### src/verilog/bsspa_pkg.sv
// Constants and carrier types for the peripheral access bridge.
// Assumes one 100 MHz clock and a simple strobe register port.
// Notes on behaviour
// - Direction bit 1 selects slave, reset master
// - Slave mode turns acknowledge pin into grant
// - Request output feeds partner hold input
// - Slave request may toggle on tiny loops
// - Module windows fixed, not software programmable
// - Modules use demultiplexed cycles only
// - Modules disabled after reset until enabled
// - Cleared select bit hides module and pins
// - Select register writable only when disabled
// - Bit map and wait states, reset 0401
// - Large RAM decodes a full 8K window
// - Visible mode mirrors strobes externally
// - Visible mode drives demux address port
// - Internal memory accesses never mirrored
// - Routed accesses always change address bus
// - Visible off keeps strobes inactive
// - Visible needs external bus enabled
// - Share mode only while in hold
// - Share reverses interface direction
// - Share off rejects outside accesses
// - Request output only asserted in hold
// - Peripheral accesses stall during hold
package bsspa_pkg;
  localparam logic [15:0] OFF_MODULE_SELECT = 16'hf024;
  localparam logic [15:0] OFF_SYSTEM_CONFIG = 16'hf026;
  localparam logic [15:0] OFF_STATUS        = 16'hf028;
  localparam logic [15:0] RST_MODULE_SELECT = 16'h0401;
  localparam int          BIT_CAN1          = 0;
  localparam int          BIT_CAN2          = 1;
  localparam int          BIT_RAM2K         = 10;
  localparam int          BIT_RAM6K         = 11;
  localparam int          CFG_GLOBAL_EN     = 0;
  localparam int          CFG_VISIBLE       = 1;
  localparam int          CFG_SHARE         = 2;
  localparam int          CFG_EXT_BUS_EN    = 3;
  localparam int          CFG_DIR           = 4;
  localparam logic [2:0]  WAIT_CAN          = 3'h2;
  localparam logic [2:0]  WAIT_RAM          = 3'h0;
  // Fixed windows: base and mask per module (mask bits must match)
  localparam logic [23:0] WIN_CAN1_BASE     = 24'h00_ef00;
  localparam logic [23:0] WIN_CAN2_BASE     = 24'h00_ee00;
  localparam logic [23:0] WIN_CAN_MASK      = 24'hff_ff00;
  localparam logic [23:0] WIN_RAM2K_BASE    = 24'h00_e000;
  localparam logic [23:0] WIN_RAM2K_MASK    = 24'hff_f800;
  localparam logic [23:0] WIN_RAM6K_BASE    = 24'h00_c000;
  localparam logic [23:0] WIN_RAM6K_MASK    = 24'hff_e000;

  typedef struct packed {
    logic        req;
    logic        wr;
    logic        byte_high_enable;
    logic [23:0] addr;
    logic [15:0] wdata;
  } bsspa_acc_t;

  typedef struct packed {
    logic        valid;
    logic        rd;
    logic        wr;
    logic        byte_high_enable;
    logic [23:0] addr;
    logic [15:0] wdata;
    logic [3:0]  sel;
  } bsspa_pbus_t;
endpackage

### src/verilog/bsspa_bridge.sv
// Peripheral bus bridge with two-master arbitration pins.
// Assumes synchronous inputs and a simple strobe register port.
//
// The implementer's own choice: the plain strobed port.
`timescale 1ns/10ps
module bsspa_bridge (
  input  wire logic                   clock,
  input  wire logic                   rstn,
  input  wire logic [15:0]            reg_addr,
  input  wire logic [15:0]            reg_wdata,
  input  wire logic                   reg_wr,
  input  wire logic                   reg_rd,
  output logic      [15:0]            reg_rdata,
  input  wire bsspa_pkg::bsspa_acc_t  cpu_acc,
  input  wire logic                   cpu_internal,
  output logic                        cpu_stall,
  output logic                        cpu_done,
  output logic                        cpu_unmapped,
  input  wire logic                   hold_request_in,
  output logic                        bus_request_out,
  input  wire logic                   hold_ack_in,
  output logic                        hold_ack_out,
  output logic                        hold_ack_oe,
  output logic                        in_hold,
  input  wire bsspa_pkg::bsspa_acc_t  ext_acc,
  output logic                        ext_rejected,
  output logic                        bus_dir_in,
  output bsspa_pkg::bsspa_pbus_t      periph_bus,
  output logic      [23:0]            ext_addr,
  output logic                        ext_rd_n,
  output logic                        ext_wr_n,
  output logic                        ext_bhe_n,
  output logic      [23:0]            demux_address_port
);
  import bsspa_pkg::*;

  typedef struct packed {
    logic [15:0] sel;
    logic [4:0]  cfg;
    logic        hold;
    logic [2:0]  wcnt;
    logic        busy;
    bsspa_pbus_t pb;
    logic        done;
    logic        unm;
    logic        rej;
    logic [23:0] eaddr;
    logic        erd_n;
    logic        ewr_n;
    logic        ebhe_n;
    logic [23:0] dport;
    logic [15:0] rdata;
  } bsspa_state_t;

  bsspa_state_t s_r;
  bsspa_state_t s_nxt;

  // ************************************************************
  // Window decode
  // ************************************************************
  function automatic logic [3:0] decode(input logic [23:0] a,
                                        input logic [15:0] sel);
    logic [3:0] d;
    d = '0;
    d[0] = sel[BIT_CAN1]  && ((a & WIN_CAN_MASK) == WIN_CAN1_BASE);
    d[1] = sel[BIT_CAN2]  && ((a & WIN_CAN_MASK) == WIN_CAN2_BASE);
    d[2] = sel[BIT_RAM2K] && ((a & WIN_RAM2K_MASK) == WIN_RAM2K_BASE);
    // Full 8K window although only 6K is populated
    d[3] = sel[BIT_RAM6K] && ((a & WIN_RAM6K_MASK) == WIN_RAM6K_BASE);
    return d;
  endfunction

  function automatic logic [2:0] waits(input logic [3:0] d);
    return (d[1:0] != 2'b00) ? WAIT_CAN : WAIT_RAM;
  endfunction

  logic       slave_mode;
  logic       glob_en;
  logic       vis_on;
  logic       share_ok;
  logic [3:0] cpu_dec;
  logic [3:0] ext_dec;
  logic       cpu_take;

  assign slave_mode = s_r.cfg[CFG_DIR];
  // Modules live only when both select and global enable are set
  assign glob_en    = s_r.cfg[CFG_GLOBAL_EN];
  assign vis_on     = s_r.cfg[CFG_VISIBLE] &&
                      s_r.cfg[CFG_EXT_BUS_EN];
  assign share_ok   = s_r.cfg[CFG_SHARE] && s_r.hold;
  assign cpu_dec    = glob_en ? decode(cpu_acc.addr, s_r.sel)
                              : 4'h0;
  assign ext_dec    = glob_en ? decode(ext_acc.addr, s_r.sel)
                              : 4'h0;
  // No CPU access is taken in the cycle that reports the last access, so a
  // CPU may hold req up to the edge that samples done without a repeat
  assign cpu_take   = cpu_acc.req && !cpu_internal && !s_r.hold &&
                      !s_r.busy && !s_r.done;

  // ************************************************************
  // Next state
  // ************************************************************
  always_comb begin
    s_nxt = s_r;
    s_nxt.done = 1'b0;
    s_nxt.unm  = 1'b0;
    s_nxt.rej  = 1'b0;
    s_nxt.pb.valid = 1'b0;
    s_nxt.pb.rd    = 1'b0;
    s_nxt.pb.wr    = 1'b0;
    s_nxt.erd_n    = 1'b1;
    s_nxt.ewr_n    = 1'b1;
    s_nxt.ebhe_n   = 1'b1;

    // Hold entry follows the partner request; in slave mode the
    // bus belongs to the master until it grants it to us.
    if (slave_mode) begin
      s_nxt.hold = hold_ack_in;
    end else begin
      s_nxt.hold = hold_request_in && !s_r.busy;
    end

    if (reg_wr) begin
      // A locked write simply does nothing, no error flag
      if (reg_addr == OFF_MODULE_SELECT && !glob_en) begin
        s_nxt.sel = reg_wdata;
      end
      if (reg_addr == OFF_SYSTEM_CONFIG) begin
        s_nxt.cfg = reg_wdata[4:0];
      end
    end
    s_nxt.rdata = 16'h0000;
    if (reg_rd) begin
      case (reg_addr)
        OFF_MODULE_SELECT: s_nxt.rdata = s_r.sel;
        OFF_SYSTEM_CONFIG: s_nxt.rdata = {11'h000, s_r.cfg};
        OFF_STATUS:        s_nxt.rdata = {12'h000, s_r.busy,
                                          s_r.hold, slave_mode,
                                          glob_en};
        default:           s_nxt.rdata = 16'h0000;
      endcase
    end

    if (s_r.busy) begin
      if (s_r.wcnt == 3'h0) begin
        s_nxt.busy = 1'b0;
        s_nxt.done = 1'b1;
      end else begin
        s_nxt.wcnt = s_r.wcnt - 3'h1;
      end
    end else if (cpu_take) begin
      // Every routed access moves the address bus
      s_nxt.eaddr = cpu_acc.addr;
      if (cpu_dec == 4'h0) begin
        s_nxt.unm  = 1'b1;
        s_nxt.done = 1'b1;
      end else begin
        s_nxt.busy     = 1'b1;
        s_nxt.wcnt     = waits(cpu_dec);
        s_nxt.pb.valid = 1'b1;
        s_nxt.pb.rd    = !cpu_acc.wr;
        s_nxt.pb.wr    = cpu_acc.wr;
        s_nxt.pb.byte_high_enable   = cpu_acc.byte_high_enable;
        s_nxt.pb.addr  = cpu_acc.addr;
        s_nxt.pb.wdata = cpu_acc.wdata;
        s_nxt.pb.sel   = cpu_dec;
        if (vis_on) begin
          s_nxt.erd_n  = cpu_acc.wr;
          s_nxt.ewr_n  = !cpu_acc.wr;
          s_nxt.ebhe_n = !cpu_acc.byte_high_enable;
          s_nxt.dport  = cpu_acc.addr;
        end
        // Without visible mode the strobes stay idle
      end
    end else if (ext_acc.req && s_r.hold) begin
      if (share_ok && ext_dec != 4'h0) begin
        s_nxt.pb.valid = 1'b1;
        s_nxt.pb.rd    = !ext_acc.wr;
        s_nxt.pb.wr    = ext_acc.wr;
        s_nxt.pb.byte_high_enable   = ext_acc.byte_high_enable;
        s_nxt.pb.addr  = ext_acc.addr;
        s_nxt.pb.wdata = ext_acc.wdata;
        s_nxt.pb.sel   = ext_dec;
      end else begin
        s_nxt.rej = 1'b1;
      end
    end
  end

  always_ff @(posedge clock or negedge rstn) begin
    if (!rstn) begin
      s_r        <= '0;
      s_r.sel    <= RST_MODULE_SELECT;
      s_r.erd_n  <= 1'b1;
      s_r.ewr_n  <= 1'b1;
      s_r.ebhe_n <= 1'b1;
    end else begin
      s_r <= s_nxt;
    end
  end

  // ************************************************************
  // Outputs
  // ************************************************************
  // Internal memory cycles, flagged by cpu_internal, never stall or route here
  // Fixed windows come from constants, not registers
  assign cpu_stall    = cpu_acc.req && !cpu_internal &&
                        (s_r.hold || s_r.busy);
  // Request only while held; tiny loops may toggle it
  assign bus_request_out = s_r.hold && cpu_acc.req &&
                           !cpu_internal;
  assign hold_ack_out = !(s_r.hold && !slave_mode);
  assign hold_ack_oe  = !slave_mode;
  assign in_hold      = s_r.hold;
  assign bus_dir_in   = share_ok;
  assign cpu_done     = s_r.done;
  assign cpu_unmapped = s_r.unm;
  assign ext_rejected = s_r.rej;
  assign periph_bus   = s_r.pb;
  assign ext_addr     = s_r.eaddr;
  assign ext_rd_n     = s_r.erd_n;
  assign ext_wr_n     = s_r.ewr_n;
  assign ext_bhe_n    = s_r.ebhe_n;
  assign demux_address_port = s_r.dport;
  assign reg_rdata    = s_r.rdata;

  // ************************************************************
  // Checks
  // ************************************************************
  property p_lock;
    @(posedge clock) disable iff (!rstn)
      (reg_wr && reg_addr == OFF_MODULE_SELECT && glob_en)
      |=> (s_r.sel == $past(s_r.sel));
  endproperty
  a_lock: assert property (p_lock) else $error("select changed");

  property p_nostrobe;
    @(posedge clock) disable iff (!rstn)
      !vis_on |=> (ext_rd_n && ext_wr_n);
  endproperty
  a_nostrobe: assert property (p_nostrobe)
    else $error("strobe without visible");

  property p_bus_request_out;
    @(posedge clock) disable iff (!rstn)
      !s_r.hold |-> !bus_request_out;
  endproperty
  a_bus_request_out: assert property (p_bus_request_out) else $error("request out of hold");

  property p_stall;
    @(posedge clock) disable iff (!rstn)
      (s_r.hold && cpu_acc.req && !cpu_internal) |-> cpu_stall;
  endproperty
  a_stall: assert property (p_stall) else $error("no stall in hold");

  property p_reject;
    @(posedge clock) disable iff (!rstn)
      (ext_acc.req && s_r.hold && !s_r.busy && !s_r.cfg[CFG_SHARE])
      |=> ext_rejected;
  endproperty
  a_reject: assert property (p_reject) else $error("share off taken");

  property p_canwait;
    @(posedge clock) disable iff (!rstn)
      ($rose(s_r.busy) && s_r.pb.sel[1:0] != 2'b00)
      |-> ##3 cpu_done;
  endproperty
  a_canwait: assert property (p_canwait) else $error("wait count");

  property p_unm;
    @(posedge clock) disable iff (!rstn)
      (cpu_acc.req && !cpu_internal && !s_r.busy && !s_r.hold &&
       !s_r.done && !glob_en) |=> (cpu_unmapped && !periph_bus.valid);
  endproperty
  a_unm: assert property (p_unm) else $error("disabled module hit");

  property p_oe;
    @(posedge clock) disable iff (!rstn)
      s_r.cfg[CFG_DIR] |-> !hold_ack_oe;
  endproperty
  a_oe: assert property (p_oe) else $error("grant pin driven");

  property p_sel_open;
    @(posedge clock) disable iff (!rstn)
      (reg_wr && reg_addr == OFF_MODULE_SELECT && !glob_en)
      |=> (s_r.sel == $past(reg_wdata));
  endproperty
  a_sel_open: assert property (p_sel_open)
    else $error("select write lost");

  property p_addr;
    @(posedge clock) disable iff (!rstn)
      cpu_take |=> (ext_addr == $past(cpu_acc.addr));
  endproperty
  a_addr: assert property (p_addr)
    else $error("address bus not moved");

  property p_vis;
    @(posedge clock) disable iff (!rstn)
      (cpu_take && vis_on && cpu_dec != 4'h0)
      |=> (ext_rd_n == $past(cpu_acc.wr) && ext_wr_n == !$past(cpu_acc.wr)
           && ext_bhe_n == !$past(cpu_acc.byte_high_enable));
  endproperty
  a_vis: assert property (p_vis)
    else $error("visible strobes wrong");

  property p_dport;
    @(posedge clock) disable iff (!rstn)
      (cpu_take && vis_on && cpu_dec != 4'h0)
      |=> (demux_address_port == $past(cpu_acc.addr));
  endproperty
  a_dport: assert property (p_dport)
    else $error("demux port not driven");

  property p_internal;
    @(posedge clock) disable iff (!rstn)
      (cpu_acc.req && cpu_internal && !s_r.busy && !s_r.hold)
      |=> (!periph_bus.valid && !cpu_done);
  endproperty
  a_internal: assert property (p_internal)
    else $error("internal access routed");

  property p_share;
    @(posedge clock) disable iff (!rstn)
      (ext_acc.req && share_ok && !s_r.busy && ext_dec != 4'h0)
      |=> (periph_bus.valid && !ext_rejected);
  endproperty
  a_share: assert property (p_share)
    else $error("shared access lost");

  property p_ramwait;
    @(posedge clock) disable iff (!rstn)
      ($rose(s_r.busy) && s_r.pb.sel[1:0] == 2'b00) |-> ##1 cpu_done;
  endproperty
  a_ramwait: assert property (p_ramwait)
    else $error("ram wait count");

  property p_onehot;
    @(posedge clock) disable iff (!rstn)
      periph_bus.valid |-> $onehot(periph_bus.sel);
  endproperty
  a_onehot: assert property (p_onehot)
    else $error("windows overlap");

  property p_disabled;
    @(posedge clock) disable iff (!rstn)
      !glob_en |-> (cpu_dec == 4'h0 && ext_dec == 4'h0);
  endproperty
  a_disabled: assert property (p_disabled)
    else $error("module live while disabled");
endmodule // bsspa_bridge

### config.mk
export PLATFORM = sky130hd
export DESIGN_NAME = bsspa_bridge
export DESIGN_NICKNAME = d
export VERILOG_FILES = /design/src/verilog/bsspa_pkg.sv /design/src/verilog/bsspa_bridge.sv
export SDC_FILE = /design/constraint.sdc
export NUM_CORES = 1
export LEC_CHECK = 0
export BUFFER_PORTS_ARGS = -buffer_cell sky130_fd_sc_hd__buf_4
export CORE_ASPECT_RATIO = 0.75
export CORE_UTILIZATION = 53
export DETAILED_ROUTE_END_ITERATION = 16
export GPL_ROUTABILITY_DRIVEN = 0
export GPL_TIMING_DRIVEN = 0
export PLACE_DENSITY = 0.83
export SYNTH_ARGS = -nofsm -noshare
export SYNTH_HDL_FRONTEND = slang
export SYNTH_SLANG_ARGS = --single-unit
### constraint.sdc
create_clock -name clock -period 4.9 [get_ports clock]
set_input_delay 0.49 -clock clock [delete_from_list [all_inputs] [get_ports clock]]
set_output_delay 0.49 -clock clock [all_outputs]
set_load 0.01 [all_outputs]
# Word-level counts from Yosys, hierarchy flattened
# Index checks and enable logic that the tools add are counted.
[totals]
reg_bits = 144
word_cells = 110
[classes]
add_sub_neg = 1
n_mux = 26
n_bitwise = 2
reduce_logical = 46
n_eq_ne = 14
[ops]
columns = ["cell", "count"]
rows = [
  ["2-to-1 mux 48 bit", 4],
  ["equality test 16 x 8 -> 1 bit, second input constant", 4],
  ["2-to-1 mux 27 bit", 2],
  ["2-to-1 mux 53 bit", 1],
  ["2-to-1 mux 52 bit", 1],
  ["2-to-1 mux 51 bit", 1],
  ["equality test 16 bit, second input constant", 3],
  ["case mux 16 bit (3 select lines)", 1],
  ["equality test 13 x 5 -> 1 bit, second input constant", 2],
  ["equality test 11 x 3 -> 1 bit, second input constant", 2],
  ["logical AND 1 bit", 22],
  ["2-to-1 mux 16 bit", 1],
  ["2-to-1 mux 4 bit", 4],
  ["zero test 1 bit", 10],
  ["AND reduction 4 bit", 2],
  ["nonzero test 2 bit", 4],
  ["2-to-1 mux 1 bit", 7],
  ["2-to-1 mux 2 bit", 3],
  ["!= test 2 bit, second input constant", 3],
  ["AND reduction 2 bit", 3],
  ["zero test 4 bit", 1],
  ["nonzero test 4 bit", 1],
  ["zero test 3 bit", 1],
  ["2-to-1 mux 3 bit", 1],
  ["4 further kinds", 5],
]

# Longest topological paths before layout
# Gate-level depths: netlist of run 1.
[depth]
depth_word = 9
mapped_depth = 8

# Worst setup path after synthesis of run 1
# OpenSTA, ideal clock, no wires.
[synth_path]
path_type = "input -> register"
from = "input cpu_acc[36] in the netlist's numbering"
to = "register s_r, in the netlist demux_address_port[10]"
n_path_buf = 2
path_slack_ps = 2634
setup_time_ps = 125
path_stages = 7
arrival_time_ps = 2141
path_cell_list = "nand4bb_1 -> or4_1 -> o22ai_2 -> and3_1 -> buf_4 -> buf_6 -> mux2_2"
[synth_via]
elab_chain_len = 6
[synth_lines]
columns = ["element", "line", "source"]
rows = [
  ["start: declaration", "bsspa_bridge.sv:14", "input wire bsspa_pkg::bsspa_acc_t cpu_acc,"],
  ["equality test 16 x 8 -> 1 bit (tied with other cells)", "bsspa_bridge.sv:65", "d[0] = sel[BIT_CAN1] && ((a & WIN_CAN_MASK) == WIN_CAN1_BASE);"],
  ["logical AND 1 bit, on equally long branches", "n/a", ""],
  ["2-to-1 mux 4 bit *", "bsspa_bridge.sv:91", "assign cpu_dec = glob_en ? decode(cpu_acc.addr, s_r.sel)"],
  ["zero test 4 bit *", "bsspa_bridge.sv:154", "if (cpu_dec == 4'h0) begin"],
  ["inverter 1 bit (no source line) *", "n/a", ""],
  ["AND reduction 4 bit (no source line) *", "n/a", ""],
  ["end signal: assignment", "bsspa_bridge.sv:198", "s_r <= s_nxt;"],
  ["end: declaration", "bsspa_bridge.sv:55", "bsspa_state_t s_r;"],
]
# Mark *: on every way between the ends. The rest lies on a longest branch, timed or not.
# A chain may end at the register's enable or synchronous reset.

# Worst setup path in the final report of run 1
[layout_path]
from = "register s_r, in the netlist glob_en"
to = "register s_r, in the netlist demux_address_port[5]"
[layout_via]
elab_chain_len = 4
[layout_lines]
columns = ["element", "line"]
rows = [
  ["2-to-1 mux 4 bit", "bsspa_bridge.sv:91"],
  ["zero test 4 bit", "bsspa_bridge.sv:154"],
  ["inverter 1 bit (no source line)", "n/a"],
  ["AND reduction 4 bit (no source line)", "n/a"],
]
# Every way passes these cells.

==> impl_metrics.json, run 1 <==
{
  "path_class": "reg2reg",
  "tritoncts": "built",
  "arrival_ns": 2.83,
  "hpwl_mm": 13.0,
  "area_growth_pct": 39.6,
  "crit_start": "glob_en",
  "p_int_mw": 2.15,
  "grt_most_used_layer": "met2",
  "cts_buffers": 17,
  "syn-cell-area_sq_um": 6710,
  "relSlewSlack_pct": 49.8,
  "sw_frac_of_total_pct": 23.2,
  "hp-class": "in2async",
  "clock_latency_ns": 0.41,
  "async_reset_ff_share_pct": 100,
  "postCtsHoldBufs": 0,
  "fin_cells": 1032,
  "timing.hold.ws_ns": 0.129,
  "finalPower_mw": 2.80,
  "layout_commonest_cell": "buf_4",
  "ys.flop_type": "dfrtp_1",
  "crit_path_end_kind": "flop",
  "fp.dieH_um": 99.4,
  "met2_usage_pct": 47.7,
  "required_ns": 5.18,
  "syn-instance-count": 585,
  "portBuffers": 248,
  "p_leak_nw": 4.95,
  "drtIter0Drc": 260,
  "pin_count": 249,
  "diodes": 0,
  "ys_seq_elements": 144,
  "vias": 5218,
  "avgSynthCellArea_sq_um": 11.5,
  "worst_pin_slew_ns": 0.753,
  "synth-edff-count": 0,
  "core_area_sq_um": 12300,
  "cts_sinks": 144,
  "postCtsSetupBuffers": 0,
  "clock_power_share_pct": 43.4,
  "pwr-share-seq_pct": 45.0,
  "grt_max_degree": 85,
  "grt_pass1_vias": 5403,
  "cap_viol_max_count": 0,
  "dr.pass1.iters": 5,
  "drv_slew": 0,
  "wl_per_cell_um": 16.6,
  "layout_common_cells": "buf_4 (361), dfrtp_1 (139), mux2_2 (60)",
  "root_buffer": "clkbuf_16",
  "grt_overflow": 0,
  "initial_utilization_pct": 54.5,
  "die_area_sq_um": 13100,
  "reg2reg_depth": 7,
  "start_kind": "flop",
  "dp_slack_ns": 2.10,
  "die_w_um": 132,
  "cts.path.max_buffers": 2,
  "dp.cells": 1000,
  "gr-usage-met1_pct": 32.9,
  "rows": 35,
  "pwr-share-comb_pct": 11.7,
  "cpMaxStageDelayCell": "or4_1",
  "grtUsageTotal_pct": 27.2,
  "ys_seq_area_share_pct": 53.8,
  "grt_use_met3_pct": 7.29,
  "synthDistinctLibCells": 45,
  "finalWirelength_mm": 17.1,
  "yosysWarnings": 0,
  "switchingPower_mw": 0.648,
  "r2r_slack_ns": 2.35,
  "fin_tns_setup_ns": 0,
  "hold_viol": 0,
  "final.setup.worst_slack_ns": 2.35,
  "n_fill_cell": 877,
  "grt_pass1_wl_mm": 27.5,
  "power_density_nw_per_um2": 298,
  "cpPeakStageDelay_ns": 0.58,
  "viasPerCell": 5.06,
  "h-tree-depth": 4,
  "syn_nets": 712,
  "period_needed_ns": 2.55,
  "cp_max_fo": 10,
  "fmax_ghz": 0.392,
  "status": "finished, final reports clean",
  "drc": 0,
  "finClkSkew_ns": 0.00999,
  "clkTransAtPathRegs_ns": 0.06,
  "cp_cell_sequence": "nand4bb_1, or4_1, o22ai_2, and3_1, buf_4, buf_6, mux2_2",
  "antenna_found_initial": 0,
  "drive_gt1_share_pct": 55.0,
  "cts_resized": 0,
  "setup_violations": 0,
  "ant_nets": 0,
  "r2r-start": "glob_en",
  "fin_nets": 980,
  "post-route-period-util_pct": 52.0,
  "rsz0062_at_grt": "no",
  "ir_worst_vdd_uv": 246
}
==> cell type report <==
cell class / instances / area, sq um / area share, %
Inverter: 46 / 173 / 1.84
Clock inverter: 13 / 115 / 1.23
Sequential cell: 144 / 3610 / 38.5
Clock buffer: 19 / 443 / 4.73
Buffer: 134 / 958 / 10.2
Timing Repair Buffer: 249 / 1890 / 20.2
Multi-Input combinational cell: 261 / 1970 / 21.0
Tap cell: 166 / 208 / 2.22
==> synth_stat cells, types with 3 or more instances <==
cell type | count | area share (%)
nor4bb_1 | 3 | 0.45
nor3_1 | 8 | 0.60
o21bai_1 | 3 | 0.34
nor2_1 | 13 | 0.73
buf_4 | 114 | 13
clkbuf_1 | 7 | 0.39
dfrtp_1 | 139 | 52
buf_2 | 10 | 0.75
or2_2 | 3 | 0.28
a222oi_1 | 3 | 0.45
mux2i_1 | 3 | 0.45
a22oi_1 | 30 | 3.4
nand2_1 | 8 | 0.45
o21ai_0 | 33 | 2.5
a22o_1 | 4 | 0.52
nand2b_1 | 3 | 0.28
nor2b_1 | 12 | 1.1
dfstp_2 | 5 | 2.0
nand3_1 | 5 | 0.37
a21oi_1 | 3 | 0.22
and2_1 | 25 | 2.3
nor4_1 | 8 | 0.75
nand4_1 | 7 | 0.65
inv_1 | 46 | 2.6
mux2_2 | 60 | 10
or3_1 | 3 | 0.28
==> flip-flops by register name, summed over array words and instances (netlist names) <==
name,flops
ext_bhe_n,1
s_r,24
periph_bus,48
ext_rejected,1
ext_wr_n,1
glob_en,1
cpu_unmapped,1
in_hold,1
demux_address_port,24
cpu_done,1
reg_rdata,16
ext_addr,24
ext_rd_n,1
==> final timing paths <==
path,end
worst min-delay path,s_r[141]
worst min register to register,reg_rdata[5]
worst max-delay path,demux_address_port[5]
worst max register to register,demux_address_port[5]
max in group asynchronous,s_r[138]
min in group clock,ext_wr_n
==> worst max-delay path, delay by kind of cell, from the launching register on <==
family          cells  cell delay, ns
simple gates        3            1.00
buf+inv             2            0.34
compound gates      1            0.26
mux                 1            0.36
flops               1            0.46
==> power by group through the flow <==
stage                     clock (mW)  combinational [mW]  sequential [mW]
after floorplan                    0               0.134             1.27
after global placement             0               0.316             1.27
after detailed placement           0               0.328             1.28
after CTS                       1.23               0.330             1.26
after global routing            1.28               0.352             1.26
final                           1.21               0.327             1.26
==> metal layers <==
layer / vias to the layer above / share of wire, % / wire [um]
li1: 2433 / - / -
met1: 2567 / 40 / 6870
met2: 203 / 52 / 8840
met3: 15 / 7.1 / 1220
met4: 0 / 0.94 / 160
met5: - / 0 / 0
==> cells by family after synthesis <==
kind of cell / share of synthesized area, %
buffers and inverters: 16.9
DFF: 53.8
and+or+nand+nor: 9.68
AOI/OAI and AO/OA: 8.73
muxes: 10.5
adders and majority gates: 0.373
==> stage by stage <==
| step | instance area (sq um) | utilization [%] |
|---|---|---|
| after floorplan | 6710 | - |
| after global placement | 8780 | 71.3 |
| after detailed placement | 8810 | 71.6 |
| after CTS | 9370 | 76.1 |
| after global routing | 9370 | 76.1 |
| final | 9370 | 76.1 |
(Power assumes the default switching activity.)
==> inputs of run 2 (changes only) <==
- ABC_AREA: unset -> 1
- CORE_UTILIZATION: 53 -> 51
- PLACE_DENSITY: 0.83 -> 0.78
- clock period: 4.9 -> 2.4 ns (I/O delays scaled with it)
==> impl_metrics.json, run 2 <==
{
  "synth_area_leaders": "dfrtp_1 (46%), nand2_1 (11%), buf_4 (11%)",
  "ant_nets": 0,
  "area_growth_pct": 36.0,
  "postCtsSetupBuffers": 0,
  "synth_adder_area_share_pct": 0.328,
  "cpMaxStageDelayCell": "dfrtp_1",
  "ys_seq_area_share_pct": 47.3,
  "p_leak_nw": 5.85,
  "post-route-period-util_pct": 92.0,
  "cts_sinks": 144,
  "synthMostInstantiatedCell": "nand2_1",
  "dp_slack_ns": 0.233,
  "pin_count": 249,
  "dr.pass1.iters": 5,
  "fp.dieH_um": 108,
  "drc": 0,
  "vias": 6829,
  "cp_max_fo": 10,
  "wl_per_cell_um": 13.3,
  "ir_worst_vdd_uv": 454,
  "synth_compound_area_share_pct": 5.07,
  "tritoncts": "built",
  "synth_top_cell_area_share_pct": 45.6,
  "layout_commonest_cell": "buf_4",
  "crit_path_end_kind": "flop",
  "cp_cell_sequence": "nand2_1, inv_1, nand2_1, clkinv_1, nand2_1, buf_2, nor2_1, nand2_1, nand3_1",
  "syn-cell-area_sq_um": 7630,
  "grtUsageTotal_pct": 26.5,
  "clock_latency_ns": 0.42,
  "async_reset_ff_share_pct": 100,
  "grt_pass1_wl_mm": 31.2,
  "antenna_found_initial": 0,
  "cts_resized": 0,
  "h-tree-depth": 4,
  "final.setup.worst_slack_ns": 0.193,
  "synth_top_family_by_area": "simple AND/OR/NAND/NOR gates",
  "crit_cells": 9,
  "synth_common_cells": "nand2_1 (228), inv_1 (174), dfrtp_1 (139)",
  "root_buffer": "clkbuf_16",
  "path_class": "reg2reg",
  "synth_mux_area_share_pct": 0,
  "cap_viol_max_count": 0,
  "multi_input_area_sq_um": 2340,
  "die_area_sq_um": 15500,
  "drive_gt1_share_pct": 34.6,
  "cp_top_family": "simple AND/OR/NAND/NOR gates",
  "seqCellArea_sq_um": 3610,
  "synth_area_leader_cell": "dfrtp_1",
  "power_density_nw_per_um2": 554,
  "whs_path_depth": 2,
  "ys.flop_type": "dfrtp_1",
  "status": "finished, final reports clean",
  "core_area_sq_um": 14500,
  "drtIter0Drc": 416,
  "yosysWarnings": 0,
  "postCtsHoldBufs": 3,
  "relSlewSlack_pct": 66.7,
  "diodes": 0,
  "grt_pass1_vias": 6399,
  "syn_nets": 1110,
  "ys_seq_elements": 144,
  "rsz0062_at_grt": "no",
  "clkTransAtPathRegs_ns": 0.06,
  "largest_reg_flops": 48,
  "die_w_um": 143,
  "period_needed_ns": 2.21,
  "hp-class": "in2reg",
  "synth_xor_area_share_pct": 0.115,
  "avgSynthCellArea_sq_um": 7.76,
  "cts.path.max_buffers": 2,
  "arrival_ns": 2.50,
  "path_buf_inv": 3,
  "reg2reg_depth": 9,
  "n_fill_cell": 1231,
  "finClkSkew_ns": 0.0115,
  "cpPeakStageDelay_ns": 0.47,
  "grt_max_degree": 101,
  "grt_overflow": 0,
  "initial_utilization_pct": 52.4,
  "cts_buffers": 17,
  "hpwl_mm": 14.9,
  "syn-instance-count": 983,
  "fin_nets": 1381,
  "setup_violations": 0,
  "yosys.area_share.simple_pct": 25.2,
  "viasPerCell": 4.66,
  "layout_common_cells": "buf_4 (360), nand2_1 (228), inv_1 (174)",
  "fmax_ghz": 0.453,
  "fin_tns_setup_ns": 0,
  "synth-edff-count": 0,
  "drv_slew": 0,
  "start_kind": "flop",
  "required_ns": 2.69,
  "cp_common_cell": "nand2_1",
  "portBuffers": 248,
  "hold_viol": 0,
  "rows": 38,
  "synthDistinctLibCells": 34,
  "worst_pin_slew_ns": 0.500,
  "finalWirelength_mm": 19.5
}
## run 2: cell count changes after synthesis, moves of 24 or more
cell     delta
nand2_1   +220
inv_1     +128
and2_1     -24
mux2_2     -60
a22oi_1    -30
nor2_1     +90
nand3_1    +59
## run 2: logic make-up after synthesis
kind of cell / count (synthesis)
xor+xnor: 1
simple gates: 442
buf+inv: 320
flops: 144
fa+ha+maj: 2
compound gates: 74
## run 2: worst paths after layout
kind	from	to	slack [ns]
worst min-delay path	ext_acc[41]	periph_bus[46]	0.02
max in group asynchronous	rstn	s_r[138]	1.23
worst min register to register	periph_bus[35]	periph_bus[35]	0.47
min in group asynchronous	rstn	demux_address_port[7]	0.31
worst max-delay path	in_hold	periph_bus[18]	0.19
worst max register to register	in_hold	periph_bus[18]	0.19
## run 2: power breakdown
| part | leakage, nW | switching [mW] | internal, mW |
|---|---|---|---|
| combinational | 3.78 | 0.285 | 0.361 |
| sequential | 1.80 | 0.0440 | 2.50 |
| clock | 0.268 | 1.08 | 1.47 |
## run 2: area by class of cell
cell class | count | share of cell area (%)
Inverter | 177 | 6.41
Timing Repair Buffer | 252 | 18.5
Multi-Input combinational cell | 519 | 22.6
Sequential cell | 144 | 34.8
Clock buffer | 19 | 4.27
Tap cell | 200 | 2.41
Buffer | 143 | 9.72
Clock inverter | 13 | 1.24
## run 2: per-layer routing
metal | track usage (%) | routed length [um] | vias to the layer above
li1 | - | - | 3398
met1 | 35.8 | 8630 | 3161
met2 | 43.6 | 9170 | 257
met3 | 5.43 | 1510 | 13
met4 | 6.53 | 150 | 0
met5 | 0 | 0 | -
## run 2: stage by stage
step / power, mW / utilization (%) / hold WS (ns) / cell area [sq um] / cells
after floorplan: 2.84 / - / -0.0556 / 7630 / 983
after global placement: 3.21 / 66.9 / 0.404 / 9740 / 1431
after detailed placement: 3.23 / 67.1 / 0.187 / 9770 / 1432
after CTS: 5.79 / 71.3 / 0.00812 / 10400 / 1467
after global routing: 5.96 / 71.3 / 0.0224 / 10400 / 1467
final: 5.74 / 71.3 / 0.0233 / 10400 / 1467
